$ cat src/ebhb_defines.vh
// Constants for the eight-bit multiplexed host bus port.
// Assumes inclusion by bare name; definitions only.
`ifndef EBHB_DEFINES_VH
`define EBHB_DEFINES_VH
// ****************************************
// Mode encodings
// ****************************************
`define EBHB_MAIN_MODE_HB8     2'h2
`define EBHB_HB_MODE_MUXED     2'h0
`define EBHB_CHIP_SELECT_CONFIG_ALE         2'h0
`define EBHB_CHIP_SELECT_CONFIG_ONE_CS      2'h1
`define EBHB_CHIP_SELECT_CONFIG_TWO_CS      2'h2
`define EBHB_CHIP_SELECT_CONFIG_ALE_TWO_CS  2'h3
// ****************************************
// Field positions
// ****************************************
`define EBHB_LOW_ADDR_W        8
`define EBHB_CS_SEL_BIT        27
// ****************************************
// Reset values and timing counts
// ****************************************
`define EBHB_MAIN_MODE_RST     2'h0
`define EBHB_HB_MODE_RST       2'h0
`define EBHB_CHIP_SELECT_CONFIG_RST         2'h0
`define EBHB_PHASE_CYCLES      4'h2
// Read strobe cycles before the synchronised line may be sampled
`define EBHB_SYNC_SETTLE       4'h5
`endif

$ cat src/ebhb_host_bus.v
// Eight-bit multiplexed host bus master port.
// Assumes an external address latch and up to two peripherals.
// Functional notes
// - Host bus active when main mode is 0x2
// - Muxed variant when host bus mode is 0x0
// - Low address then data on shared lines
// - Pulse latch strobe in address phase
// - Only matching read or write strobe asserts
// - Provide up to two chip selects
// - Chip-select field picks strobe and selects
// - 0x0 latch strobe only; 0x1 one select
// - 0x2 two selects; 0x3 strobe plus two
`timescale 1ns/100ps
`include "ebhb_defines.vh"
module ebhb_host_bus #(
  parameter ADDR_W      = 28,
  parameter PHASE_CYCLES = `EBHB_PHASE_CYCLES
) (
  // Clock, reset, enable
  input  wire              I_CORE_CLK,
  input  wire              I_RST,
  input  wire              I_CE,
  // Configuration
  input  wire [1:0]        I_MAIN_MODE,
  input  wire [1:0]        I_HB_MODE,
  input  wire [1:0]        I_CHIP_SELECT_CONFIG,
  // Request side
  input  wire              I_REQ_VALID,
  input  wire              I_REQ_WRITE,
  input  wire [ADDR_W-1:0] I_REQ_ADDR,
  input  wire [7:0]        I_REQ_WDATA,
  output wire              O_REQ_READY,
  output reg               O_RSP_VALID,
  output reg  [7:0]        O_RSP_RDATA,
  // Shared address/data lines
  input  wire [7:0]        I_AD,
  output reg  [7:0]        O_AD,
  output reg               O_AD_OE,
  // Dedicated upper address
  output reg  [ADDR_W-9:0] O_ADDR_HI,
  // Strobes; latch strobe active high, others active low
  output reg               O_ALE,
  output reg               O_RD_N,
  output reg               O_WR_N,
  output reg  [1:0]        O_CS_N
);
  // ****************************************
  // State encoding
  // ****************************************
  localparam [3:0] ST_IDLE = 4'h1;
  localparam [3:0] ST_ADDR = 4'h2;
  localparam [3:0] ST_DATA = 4'h4;
  localparam [3:0] ST_DONE = 4'h8;

  reg [3:0]        state_ff;
  reg [3:0]        nxt_state;
  reg [3:0]        cnt_ff;
  reg              write_ff;
  reg [ADDR_W-1:0] addr_ff;
  reg [7:0]        wdata_ff;
  wire [7:0]       ad_sync;

  // Pin input crosses four flops before use
  ebhb_sync3 #(
    .WIDTH (8)
  ) u_sync (
    .i_clk   (I_CORE_CLK),
    .i_rst   (I_RST),
    .i_ce    (I_CE),
    .i_async (I_AD),
    .o_sync  (ad_sync)
  );

  wire port_on = (I_MAIN_MODE == `EBHB_MAIN_MODE_HB8) && (I_HB_MODE == `EBHB_HB_MODE_MUXED);

  function use_ale;
    input [1:0] cfg;
    begin
      use_ale = (cfg == `EBHB_CHIP_SELECT_CONFIG_ALE) || (cfg == `EBHB_CHIP_SELECT_CONFIG_ALE_TWO_CS);
    end
  endfunction

  function [1:0] cs_count;
    input [1:0] cfg;
    begin
      case (cfg)
        `EBHB_CHIP_SELECT_CONFIG_ONE_CS:     cs_count = 2'h1;
        `EBHB_CHIP_SELECT_CONFIG_TWO_CS:     cs_count = 2'h2;
        `EBHB_CHIP_SELECT_CONFIG_ALE_TWO_CS: cs_count = 2'h2;
        default:                cs_count = 2'h0;
      endcase
    end
  endfunction

  // ****************************************
  // Phase timing
  // ****************************************
  // A read holds its strobe until the line has crossed the synchroniser and
  // its agreement stage; a shorter phase would hand back a stale byte.
  localparam RD_CYCLES = (PHASE_CYCLES > `EBHB_SYNC_SETTLE) ? PHASE_CYCLES : `EBHB_SYNC_SETTLE;

  wire last_cnt = (cnt_ff == PHASE_CYCLES[3:0] - 4'h1);
  wire last_rd  = (cnt_ff == RD_CYCLES[3:0] - 4'h1);
  // Writes need no settling, so they keep the plain phase length
  wire data_end = write_ff ? last_cnt : last_rd;
  assign O_REQ_READY = (state_ff == ST_IDLE) && port_on;

  // ****************************************
  // Sequencer
  // ****************************************
  always @* begin
    nxt_state = state_ff;
    case (state_ff)
      ST_IDLE: begin
        if (I_REQ_VALID && O_REQ_READY) begin
          nxt_state = ST_ADDR;
        end
      end
      ST_ADDR: begin
        if (last_cnt) begin
          nxt_state = ST_DATA;
        end
      end
      ST_DATA: begin
        if (data_end) begin
          nxt_state = ST_DONE;
        end
      end
      ST_DONE: nxt_state = ST_IDLE;
      default: nxt_state = ST_IDLE;
    endcase
  end

  always @(posedge I_CORE_CLK) begin
    if (I_RST) begin
      state_ff    <= ST_IDLE;
      cnt_ff      <= 4'h0;
      write_ff    <= 1'b0;
      addr_ff     <= {ADDR_W{1'b0}};
      wdata_ff    <= 8'h00;
      O_RSP_VALID <= 1'b0;
      O_RSP_RDATA <= 8'h00;
    end else if (I_CE) begin
      state_ff    <= nxt_state;
      O_RSP_VALID <= 1'b0;
      if (state_ff != nxt_state) begin
        cnt_ff <= 4'h0;
      end else begin
        cnt_ff <= cnt_ff + 4'h1;
      end
      if (state_ff == ST_IDLE && I_REQ_VALID && O_REQ_READY) begin
        write_ff <= I_REQ_WRITE;
        addr_ff  <= I_REQ_ADDR;
        wdata_ff <= I_REQ_WDATA;
      end
      // Sample read data at the end of the data phase
      if (state_ff == ST_DATA && data_end) begin
        O_RSP_VALID <= 1'b1;
        if (!write_ff) begin
          O_RSP_RDATA <= ad_sync;
        end
      end
    end
  end

  // ****************************************
  // Pin drive
  // ****************************************
  always @(posedge I_CORE_CLK) begin
    if (I_RST) begin
      O_AD      <= 8'h00;
      O_AD_OE   <= 1'b0;
      O_ADDR_HI <= {(ADDR_W-8){1'b0}};
      O_ALE     <= 1'b0;
      O_RD_N    <= 1'b1;
      O_WR_N    <= 1'b1;
      O_CS_N    <= 2'h3;
    end else if (I_CE) begin
      O_ALE  <= 1'b0;
      O_RD_N <= 1'b1;
      O_WR_N <= 1'b1;
      case (nxt_state)
        ST_ADDR: begin
          O_AD      <= (state_ff == ST_IDLE) ? I_REQ_ADDR[7:0] : addr_ff[7:0];
          O_AD_OE   <= 1'b1;
          O_ADDR_HI <= (state_ff == ST_IDLE) ? I_REQ_ADDR[ADDR_W-1:8] : addr_ff[ADDR_W-1:8];
          O_ALE     <= use_ale(I_CHIP_SELECT_CONFIG);
          if (cs_count(I_CHIP_SELECT_CONFIG) == 2'h1) begin
            O_CS_N <= 2'h2;
          end else if (cs_count(I_CHIP_SELECT_CONFIG) == 2'h2) begin
            O_CS_N <= ((state_ff == ST_IDLE) ? I_REQ_ADDR[`EBHB_CS_SEL_BIT] : addr_ff[`EBHB_CS_SEL_BIT])
                      ? 2'h1 : 2'h2;
          end else begin
            O_CS_N <= 2'h3;
          end
        end
        ST_DATA: begin
          O_AD    <= write_ff ? wdata_ff : 8'h00;
          O_AD_OE <= write_ff;
          O_RD_N  <= write_ff;
          O_WR_N  <= ~write_ff;
        end
        default: begin
          O_AD_OE <= 1'b0;
          O_CS_N  <= 2'h3;
        end
      endcase
    end
  end
endmodule

$ cat src/ebhb_sync3.v
// Three-stage synchroniser for a pin input.
// Assumes one clock; output changes when stages two and three agree.
`timescale 1ns/100ps
module ebhb_sync3 #(
  parameter WIDTH = 8
) (
  // Clock and control
  input  wire             i_clk,
  input  wire             i_rst,
  input  wire             i_ce,
  // Data
  input  wire [WIDTH-1:0] i_async,
  output reg  [WIDTH-1:0] o_sync
);
  reg [WIDTH-1:0] s1_ff;
  reg [WIDTH-1:0] s2_ff;
  reg [WIDTH-1:0] s3_ff;
  always @(posedge i_clk) begin
    if (i_rst) begin
      s1_ff  <= {WIDTH{1'b0}};
      s2_ff  <= {WIDTH{1'b0}};
      s3_ff  <= {WIDTH{1'b0}};
      o_sync <= {WIDTH{1'b0}};
    end else if (i_ce) begin
      s1_ff <= i_async;
      s2_ff <= s1_ff;
      s3_ff <= s2_ff;
      if (s2_ff == s3_ff) begin
        o_sync <= s3_ff;
      end
    end
  end
endmodule

$ cat config.mk
export PLATFORM = sky130hd
export DESIGN_NAME = ebhb_host_bus
export DESIGN_NICKNAME = d
export VERILOG_FILES = /design/src/ebhb_host_bus.v /design/src/ebhb_sync3.v
export VERILOG_INCLUDE_DIRS = /design/src
export SDC_FILE = /design/constraint.sdc
export NUM_CORES = 1
export LEC_CHECK = 0
export ABC_AREA = 1
export BUFFER_PORTS_ARGS = -buffer_cell sky130_fd_sc_hd__buf_2
export CAP_MARGIN = 20
export CORE_MARGIN = 2
export CORE_UTILIZATION = 45
export DETAILED_ROUTE_END_ITERATION = 10
export PLACE_DENSITY = 0.67
export SLEW_MARGIN = 10
export SYNTH_ARGS = -nofsm -noshare
export SYNTH_HDL_FRONTEND = slang
export SYNTH_SLANG_ARGS = --single-unit
$ cat constraint.sdc
create_clock -name I_CORE_CLK -period 4.1 [get_ports I_CORE_CLK]
set_input_delay 0.615 -clock I_CORE_CLK [delete_from_list [all_inputs] [get_ports I_CORE_CLK]]
set_output_delay 0.615 -clock I_CORE_CLK [all_outputs]
set_load 0.02 [all_outputs]
== Yosys cells after proc, flatten, opt, wreduce, memory -nomap -nowiden ==
Index checks and enable logic that the tools add are counted.
Widths: inputs -> output; s select.
Operators by class
  add/subtract/negate cells: 1
  eq/ne operators: 15
  multiplexer cells: 28
  bitwise operators: 2
  reduce and logical (&&, ||, !) cells: 17
Operator list (number)
  $mux 2: 10
  $mux 20: 1
  $mux 4: 4
  $mux 8: 2
  $pmux 8 s2: 1
  $eq 4x3->1 const B: 3
  $pmux 4 s3: 1
  $reduce_and 2->1: 5
  $eq 2x2->1 const B: 4
  $eq 4x1->1 const B: 2
  $eq 4x2->1 const B: 2
  $eq 8x8->1: 1
  $pmux 2 s2: 2
  $logic_and 1x1->1: 6
  $mux 1: 6
  $add 4x1->4 const B: 1
  $eq 2x1->1 const B: 2
  $logic_not 2->1: 2
  $ne 4x4->1: 1
  $reduce_and 3->1: 1
  $not 1->1: 2
  $pmux 1 s2: 1
  $reduce_bool 2->1: 1
  $reduce_or 2->1: 1
  $logic_or 1x1->1: 1
Word-level totals
  register bits after elaboration: 120
  input bits: 55
  output and inout port bits: 44
  logic and storage cells: 81

== Logic depth before layout (Yosys ltp) ==
Gate-level depths: netlist (run 1).
  depth after elaboration: 19
  mapped depth: 12
  mapped depth without buffers: 12

== By module ==
From an unflattened synthesis (run 1), not the netlist that was laid out.
Second synthesis, totals
  cell total of the unflattened synthesis: 735
  area total of the unflattened synthesis: 5191.2 um^2
Modules (own cells, without submodules)
  ebhb_host_bus: times used 1, cells each 548, area an instance 3863.7 um^2, seq. area each 1761.7 um^2
  ebhb_sync3: times used 1, cells each 187, area an instance 1327.5 um^2, seq. area each 640.6 um^2

== Least setup slack after synthesis (run 1) ==
No wires, ideal clock.
  path kind: register to output
  start: register state_ff[2]
  end: output port O_REQ_READY
  arrival: 1.263 ns
  required time: 3.485 ns
  setup slack: 2.222 ns
  stages on the path, launching flop included: 5
  buffers on the path: 1
  path through: dfxtp_1 -> nor2_1 -> nand3_1 -> clkbuf_1 -> nor3_1
On the way
  longest elaborated chain between the ends: 2
RTL lines
  start: declaration: line ebhb_host_bus.v:55  | reg [3:0] state_ff;
  start signal: assignment: line ebhb_host_bus.v:144  | state_ff <= nxt_state;
  $eq 4x1->1: line ebhb_host_bus.v:106  | assign O_REQ_READY = (state_ff == ST_IDLE) && port_on;
  $logic_and 1x1->1: line ebhb_host_bus.v:106
  end: declaration: line ebhb_host_bus.v:32  | output wire O_REQ_READY,
No other way between the ends.

== Worst setup path in the final report (run 1) ==
Same ends and word-level chain as after synthesis.

==> results of run 1 <==
power breakdown:
group	total, mW	leakage (nW)	internal (mW)	switching (mW)
logic	0.222	1.69	0.0786	0.144
clock network	1.56	0.304	1.06	0.498
registers	1.22	0.975	1.20	0.0197
total	3.00	2.97	2.34	0.661
sequential cells by signal, summed over array words and instances (netlist names):
name,flops
addr_ff,28
O_ADDR_HI,20
O_AD,8
O_RSP_RDATA,8
u_sync.o_sync,8
u_sync.s1_ff,8
u_sync.s2_ff,8
u_sync.s3_ff,8
wdata_ff,8
cnt_ff,4
state_ff,4
O_CS_N,2
O_AD_OE,1
O_ALE,1
O_RD_N,1
O_RSP_VALID,1
O_WR_N,1
write_ff,1
layout by cell type, fill, tap and decap left out:
cell and instances:
bufinv_16 4, inv_1 59, a21oi_1 52, nand3_1 24, buf_4 4, xnor2_1 2, nand2_1 132, nor2_8 1
a21oi_2 1, buf_2 98, dfxtp_1 120, clkbuf_16 17, o22ai_1 3, clkinvlp_4 1, nor2_4 2, o21ai_1 17
nor3b_2 1, o21ai_2 1, inv_2 7, nand2_2 2, nor3_1 1, xor2_1 3, nand3b_1 1, nand2_4 1
clkinv_2 3, nor2_2 3, o21ai_0 91, nand4_1 2, nor2_1 140, buf_12 1, clkbuf_1 4, o211ai_1 4
ha_1 4, clkbuf_8 3, nand3_4 1, o21ai_4 1
critical path, cell delays in order (launching register included):
cell and delay [ns]:
dfxtp_1 0.36, nor2_1 0.10, nand3_1 0.37, buf_4 0.39, nor3_1 0.15, buf_2 0.19
routing by layer:
metal	vias to the layer above	global-route usage [%]
met4	0	6.00
met3	10	6.26
li1	2450	-
met1	2219	26.3
met2	130	31.5
met5	-	0
kinds of logic after synthesis:
| logic type | after synthesis |
|---|---|
| compound gates | 170 |
| fa+ha+maj | 4 |
| buf+inv | 104 |
| simple gates | 311 |
| xor+xnor | 5 |
| flops | 120 |
cell usage after synthesis, drive strengths merged:
library cell and instances:
a21oi 53, buf 18, clkbuf 20, dfxtp 120
ha 4, inv 66, nand2 135, nand3 25
nand3b 1, nand4 2, nor2 146, nor3 1
nor3b 1, o211ai 4, o21ai 110, o22ai 3
xnor2 2, xor2 3
layout make-up:
cell class	instances	area [sq um]
repair buffers	103	541
fillers	1034	4690
multi-input cells	490	2260
clock inverters	8	143
inverters	66	248
clock buffers	24	482
flip-flops and latches	120	2400
well taps	140	175
worst paths after layout:
kind	startpoint	endpoint	cells after the start
setup / recovery	state_ff[2]$_SDFFE_PP0P_	O_REQ_READY	5
hold / removal	I_AD[2]	u_sync.s1_ff[2]$_SDFFE_PP0P_	3
setup reg to reg	state_ff[2]$_SDFFE_PP0P_	wdata_ff[0]$_SDFFE_PP0P_	9
hold reg to reg	wdata_ff[4]$_SDFFE_PP0P_	wdata_ff[4]$_SDFFE_PP0P_	2
through the flow:
| stage | setup WS [ns] | area (sq um) | hold slack (ns) |
|---|---|---|---|
| 6_report | 1.51 | 6250 | 0.427 |
| 5_1_grt | 1.34 | 6250 | 0.442 |
| 4_1_cts | 1.52 | 6230 | 0.425 |
| 3_5_place_dp | 1.22 | 5600 | 0.442 |
| 3_3_place_gp | 1.29 | 5600 | 0.433 |
| 2_1_floorplan | 2.22 | 5100 | 0.425 |
==> results.md, run 1 <==
* Run status: finished, final reports clean
* Grt total ovfl at 0
* Detailed Route WL at ~12000 microns
* Starting utilization of the core area at between 40 and 50%
* Wire length on met3 at between 600 and 700 microns
* Category of the most critical setup path: reg -> out
* Slew at the pin with the worst max-slew slack at approximately 0.67 ns
* Cell taking the most area after synthesis: dfxtp_1
* Proportion of synthesized chip area in sequential cells at between 40% and 50%
* Distinct cell type count after synthesis at 32
* Slew HR at 55.3%
* First-pass GRT wire length at 20300 microns
* Synthesized net count at 773
* Worst supply voltage drop on vdd at 0.000278 V
* Clock slew seen by the registers of the worst setup and hold paths at 0.05 ns
* Number of storage elements in the synthesis netlist at 120
* Shortest period the worst path allows at 2.59 ns
* Xor and xnor area share after synthesis at 0.858%
* Number of buffer cells added on primary ports at 98
* Final estimated routing congestion in global placement at 0.855
* Combinational family with the most area after synthesis: simple AND/OR/NAND/NOR gates
* Maximum capacitance violations at 0
* Number of levels in the clock H-tree at 4
* Worst reg2reg setup slack at 1.74 ns
* Detail Route Antenna Nets at 0
* Fraction of the mapped netlist area in simple logic gates at between 20 and 30%
* DIE WIDTH at 110 microns
* Largest fanout on the critical path at 28
* CP startpoint kind: flop
* Final slew viol count at 0
* Final hold violations at 0
* Clock Path Buffers at 2
* Required time worst endpoint at 3.48 ns
* Layout overhead on the synthesized area at 22.5%
* Count of standard-cell rows at 38
* Uppermost layer routed: met4
* Resize count post-CTS at 0
* Pin count of the biggest net entering global routing at 75
* Yosys synthesis warning count at 0
* Power density relative to cell area at 480 nW/um^2
* Global-route total usage across every layer at 20.0%
* DRC at 0
* Synth top area cells: dfxtp_1, nor2_1, nand2_1
* TritonCTS clock tree: yes
* Path class of the lowest-slack min-delay path: in -> reg
* Final Power at 3.00 mW
* Arr. time, crit path at 1.97 ns
* Post-synthesis adder-cell area fraction at 0.981%
* CTS Root Buffer Type: clkbuf_16
* Vias per inst at 5.06
* Number of antenna violations at the first check in global routing at 0
* Post-Route Skew at between 0.009 and 0.01 ns
* Portion of netlist area occupied by mux cells at 0%
* DR iter-0 viols at roughly 260
* Dpl cells at 918
* Sinks on the clock net at 120
* Total I/O pin count at 99
* Vert. Die Dim at 110 microns
* Clock Latency Late Sink at between 0.4 and 0.5 ns
* Leakage power summed over all cells at approximately 3 nW
* Setup fix buffers added after clock tree synthesis at 0
* Final core utilization at a little under three fifths
* Iteration count of the initial detailed-routing pass at 4
* Endpoint kind of the worst setup timing path: output pin
* Endpoints failing setup at 0
* Final HPWL from detailed placement at 8110 microns
* Avg Cell Area, Syn at 7.14 sq um
* Cell area after synthesis at 5100 sq um
* Met2 Wirelength at 5500 microns
* Layout cell share with drive strength beyond 1 at 18.7%
* Mean routed wirelength per cell at ~13 microns
* Compound-Gate Fraction of Synth Area at 17.3%
* Number of antenna cells inserted at 0
* Vias in the first global route at around 4400
* Post-synthesis instance total at 714
* Die outline area at 12200 sq um
* Setup TNS at 0 ns
* Total number of vias at 4809
* Share of the synthesized area in the top cell type at 47.1%
* Final standard cell count with taps included and fillers excluded at 951
* Fin crit share at 63.1%
* Post-CTS Hold Fix Bufs at 0
* Total routed wire length on the met1 layer at 5690 microns
* Number of buffers created by CTS at 17
* Total core area at 10900 sq um
* Maximum clock rate at between 300 and 400 MHz
* Layout net count at 857
* Unrepaired setup endpoints after global routing: false
No activity file was read; power rests on OpenSTA's default activity.
==> inputs of run 2 (changes only) <==
--- a/config.mk
+++ b/config.mk
@@ -12,7 +12,7 @@
 export CORE_MARGIN = 2
 export CORE_UTILIZATION = 45
 export DETAILED_ROUTE_END_ITERATION = 10
-export PLACE_DENSITY = 0.67
+export PLACE_DENSITY = 0.7
 export SLEW_MARGIN = 10
 export SYNTH_ARGS = -nofsm -noshare
 export SYNTH_HDL_FRONTEND = slang
==> constraint.sdc (replaced) <==
create_clock -name I_CORE_CLK -period 2.19 [get_ports I_CORE_CLK]
set_input_delay 0.3285 -clock I_CORE_CLK [delete_from_list [all_inputs] [get_ports I_CORE_CLK]]
set_output_delay 0.3285 -clock I_CORE_CLK [all_outputs]
set_load 0.02 [all_outputs]
==> results.md, run 2 (same netlist as run 1, synthesis figures left out) <==
* Run status: finished, final reports clean
* Combinational Power Share at 7.7%
* Global-route total usage across every layer at 20.3%
* Unrepaired setup endpoints after global routing: false
* Power density relative to cell area at 876 nW/um^2
* Maximum capacitance violations at 0
* Vias in the first global route at 4625
* Grt total ovfl at 0
* Final core utilization at 57.5%
* Final HPWL from detailed placement at 8230 microns
* Mean routed wirelength per cell at 12.5 microns
* Buffering stage count on the worst path with inverters included at 2
* Category of the most critical setup path: reg -> out
* Total core area at 10900 sq um
* DRC at 0
* Number of levels in the clock H-tree at 4
* Crit path largest cell delay at 0.36 ns
* Sw Ratio at a little under a quarter
* Endpoint kind of the worst setup timing path: output pin
* Final estimated routing congestion in global placement at 0.879
* Dpl cells at 924
* Dominant delay contributor by cell family on the critical path: buffers and inverters
* Layout net count at ~860
* Largest fanout on the critical path at 30
* Clock power share at 50.8%
* Clock Path Buffers at 2
* Clock slew seen by the registers of the worst setup and hold paths at 0.05 ns
* Top library cells by usage in the layout, fill and taps aside: nor2_1, nand2_1, dfxtp_1, buf_2, o21ai_0
* Top Registers: addr_ff (28), O_ADDR_HI (20)
* Final standard cell count with taps included and fillers excluded at 956
* Slew at the pin with the worst max-slew slack at between 0.5 and 0.6 ns
* Layout overhead on the synthesized area at 23.2%
* DIE WIDTH at roughly 110 microns
* TritonCTS clock tree: yes
* Number of buffers created by CTS at 17
* Post-CTS Hold Fix Bufs at 0
* DR iter-0 viols at 239
* First-pass GRT wire length at 20700 microns
* Number of antenna cells inserted at 0
* Leakage power summed over all cells at 2.98 nW
* Slowest library cell on the worst path: dfxtp_1
* Die outline area at 12200 sq um
* Final hold violations at 0
* Reg power frac at 41.5%
* Resize count post-CTS at 0
* Post-Route Skew at 0.0108 ns
* Flip-flop count of the largest register after layout at 28
* Path class of the lowest-slack min-delay path: in -> reg
* Pin count of the biggest net entering global routing at 47
* Cells traversed along the worst timing path: nor2_1 > nand3_1 > buf_4 > nor3_1 > buf_2
* Detail Route Antenna Nets at 0
* Shortest period the worst path allows at 1.92 ns
* Count of standard-cell rows at 38
* Maximum clock rate at 521 MHz
* Endpoints failing setup at 0
* Vias per inst at 4.98
* Sinks on the clock net at 120
* CTS Root Buffer Type: clkbuf_16
* CP startpoint kind: flop
* Number of antenna violations at the first check in global routing at 0
* Fin crit share at 87.6%
* Final slew viol count at 0
* Clock Latency Late Sink at approximately 0.42 ns
* Detailed Route WL at ~12000 microns
* Iteration count of the initial detailed-routing pass at 5
* Total number of vias at 4760
* Setup fix buffers added after clock tree synthesis at 0
* Arr. time, crit path at between 1.5 and 2 ns
* Total I/O pin count at 99
* Worst supply voltage drop on vdd at 0.000446 V
* Vert. Die Dim at 110 microns
* Setup TNS at 0 ns
* Net switching power figure at approximately 1.3 mW
* Starting utilization of the core area at between 40% and 50%
* Required time worst endpoint at 1.86 ns
* Layout cell share with drive strength beyond 1 at about a fifth
* Slew HR at a little under two thirds
* Internal at 4.22 mW
* Number of buffer cells added on primary ports at 98
* Register ranked first by flip-flop count: addr_ff
* Commonest non-fill, non-tap cell in the layout: nor2_1
[run 2: cell types whose count changed in the layout (fill, tap and decap cells not counted), sizes merged]
cell      delta
clkinvlp     +3
clkinv       +1
clkbuf       -2
buf          +5
bufinv       -2
[run 2: power groups by stage]
stage,registers (mW),clock network (mW),logic [mW]
detailed placement,2.33,0,0.417
global placement,2.33,0,0.411
CTS,2.29,2.85,0.421
floorplan,2.34,0,0.268
global route,2.29,2.94,0.479
finish,2.29,2.80,0.422
[run 2: through the flow]
stage | setup slack [ns] | power, mW | area (sq um) | hold slack, ns
finish | 0.272 | 5.51 | 6290 | 0.148
global route | 0.117 | 5.71 | 6290 | 0.149
CTS | 0.265 | 5.55 | 6290 | 0.134
detailed placement | 0.400 | 2.75 | 5670 | 0.440
global placement | 0.518 | 2.74 | 5670 | 0.436
floorplan | 0.599 | 2.60 | 5100 | 0.398
[run 2: worst paths after layout]
path | from | endpoint | slack (ns) | cells after the start
max | state_ff[3]$_SDFFE_PP0P_ | O_REQ_READY | 0.27 | 5
min | I_REQ_ADDR[12] | addr_ff[12]$_SDFFE_PP0P_ | 0.15 | 3
max reg2reg | cnt_ff[0]$_SDFFE_PP0P_ | O_RSP_RDATA[2]$_SDFFE_PP0P_ | 0.41 | 8
min reg2reg | wdata_ff[4]$_SDFFE_PP0P_ | wdata_ff[4]$_SDFFE_PP0P_ | 0.45 | 2
[run 2: worst min-delay path, delay by kind of cell]
| family | cells | cell delay [ns] |
|---|---|---|
| buffers and inverters | 1 | 0.09 |
| AND/OR/NAND/NOR | 2 | 0.12 |
[run 2: final cells by class]
| type | instances | area [sq um] |
|---|---|---|
| Fill cell | 1017 | 4650 |
| Sequential cell | 120 | 2400 |
| Multi-Input combinational cell | 490 | 2260 |
| Timing Repair Buffer | 108 | 591 |
| Clock buffer | 22 | 494 |
| Inverter | 66 | 248 |
| Tap cell | 140 | 175 |
| Clock inverter | 10 | 118 |
[run 2: metal layers]
metal / part of all wire [%] / GRT usage [%] / wire length, microns / up-vias
met1: 47 / 25.7 / 5560 / 2162
met3: 5.3 / 5.71 / 639 / 20
li1: - / - / - / 2456
met5: 0 / 0 / 0 / -
met4: 1.4 / 7.25 / 173 / 0
met2: 47 / 33.3 / 5580 / 122
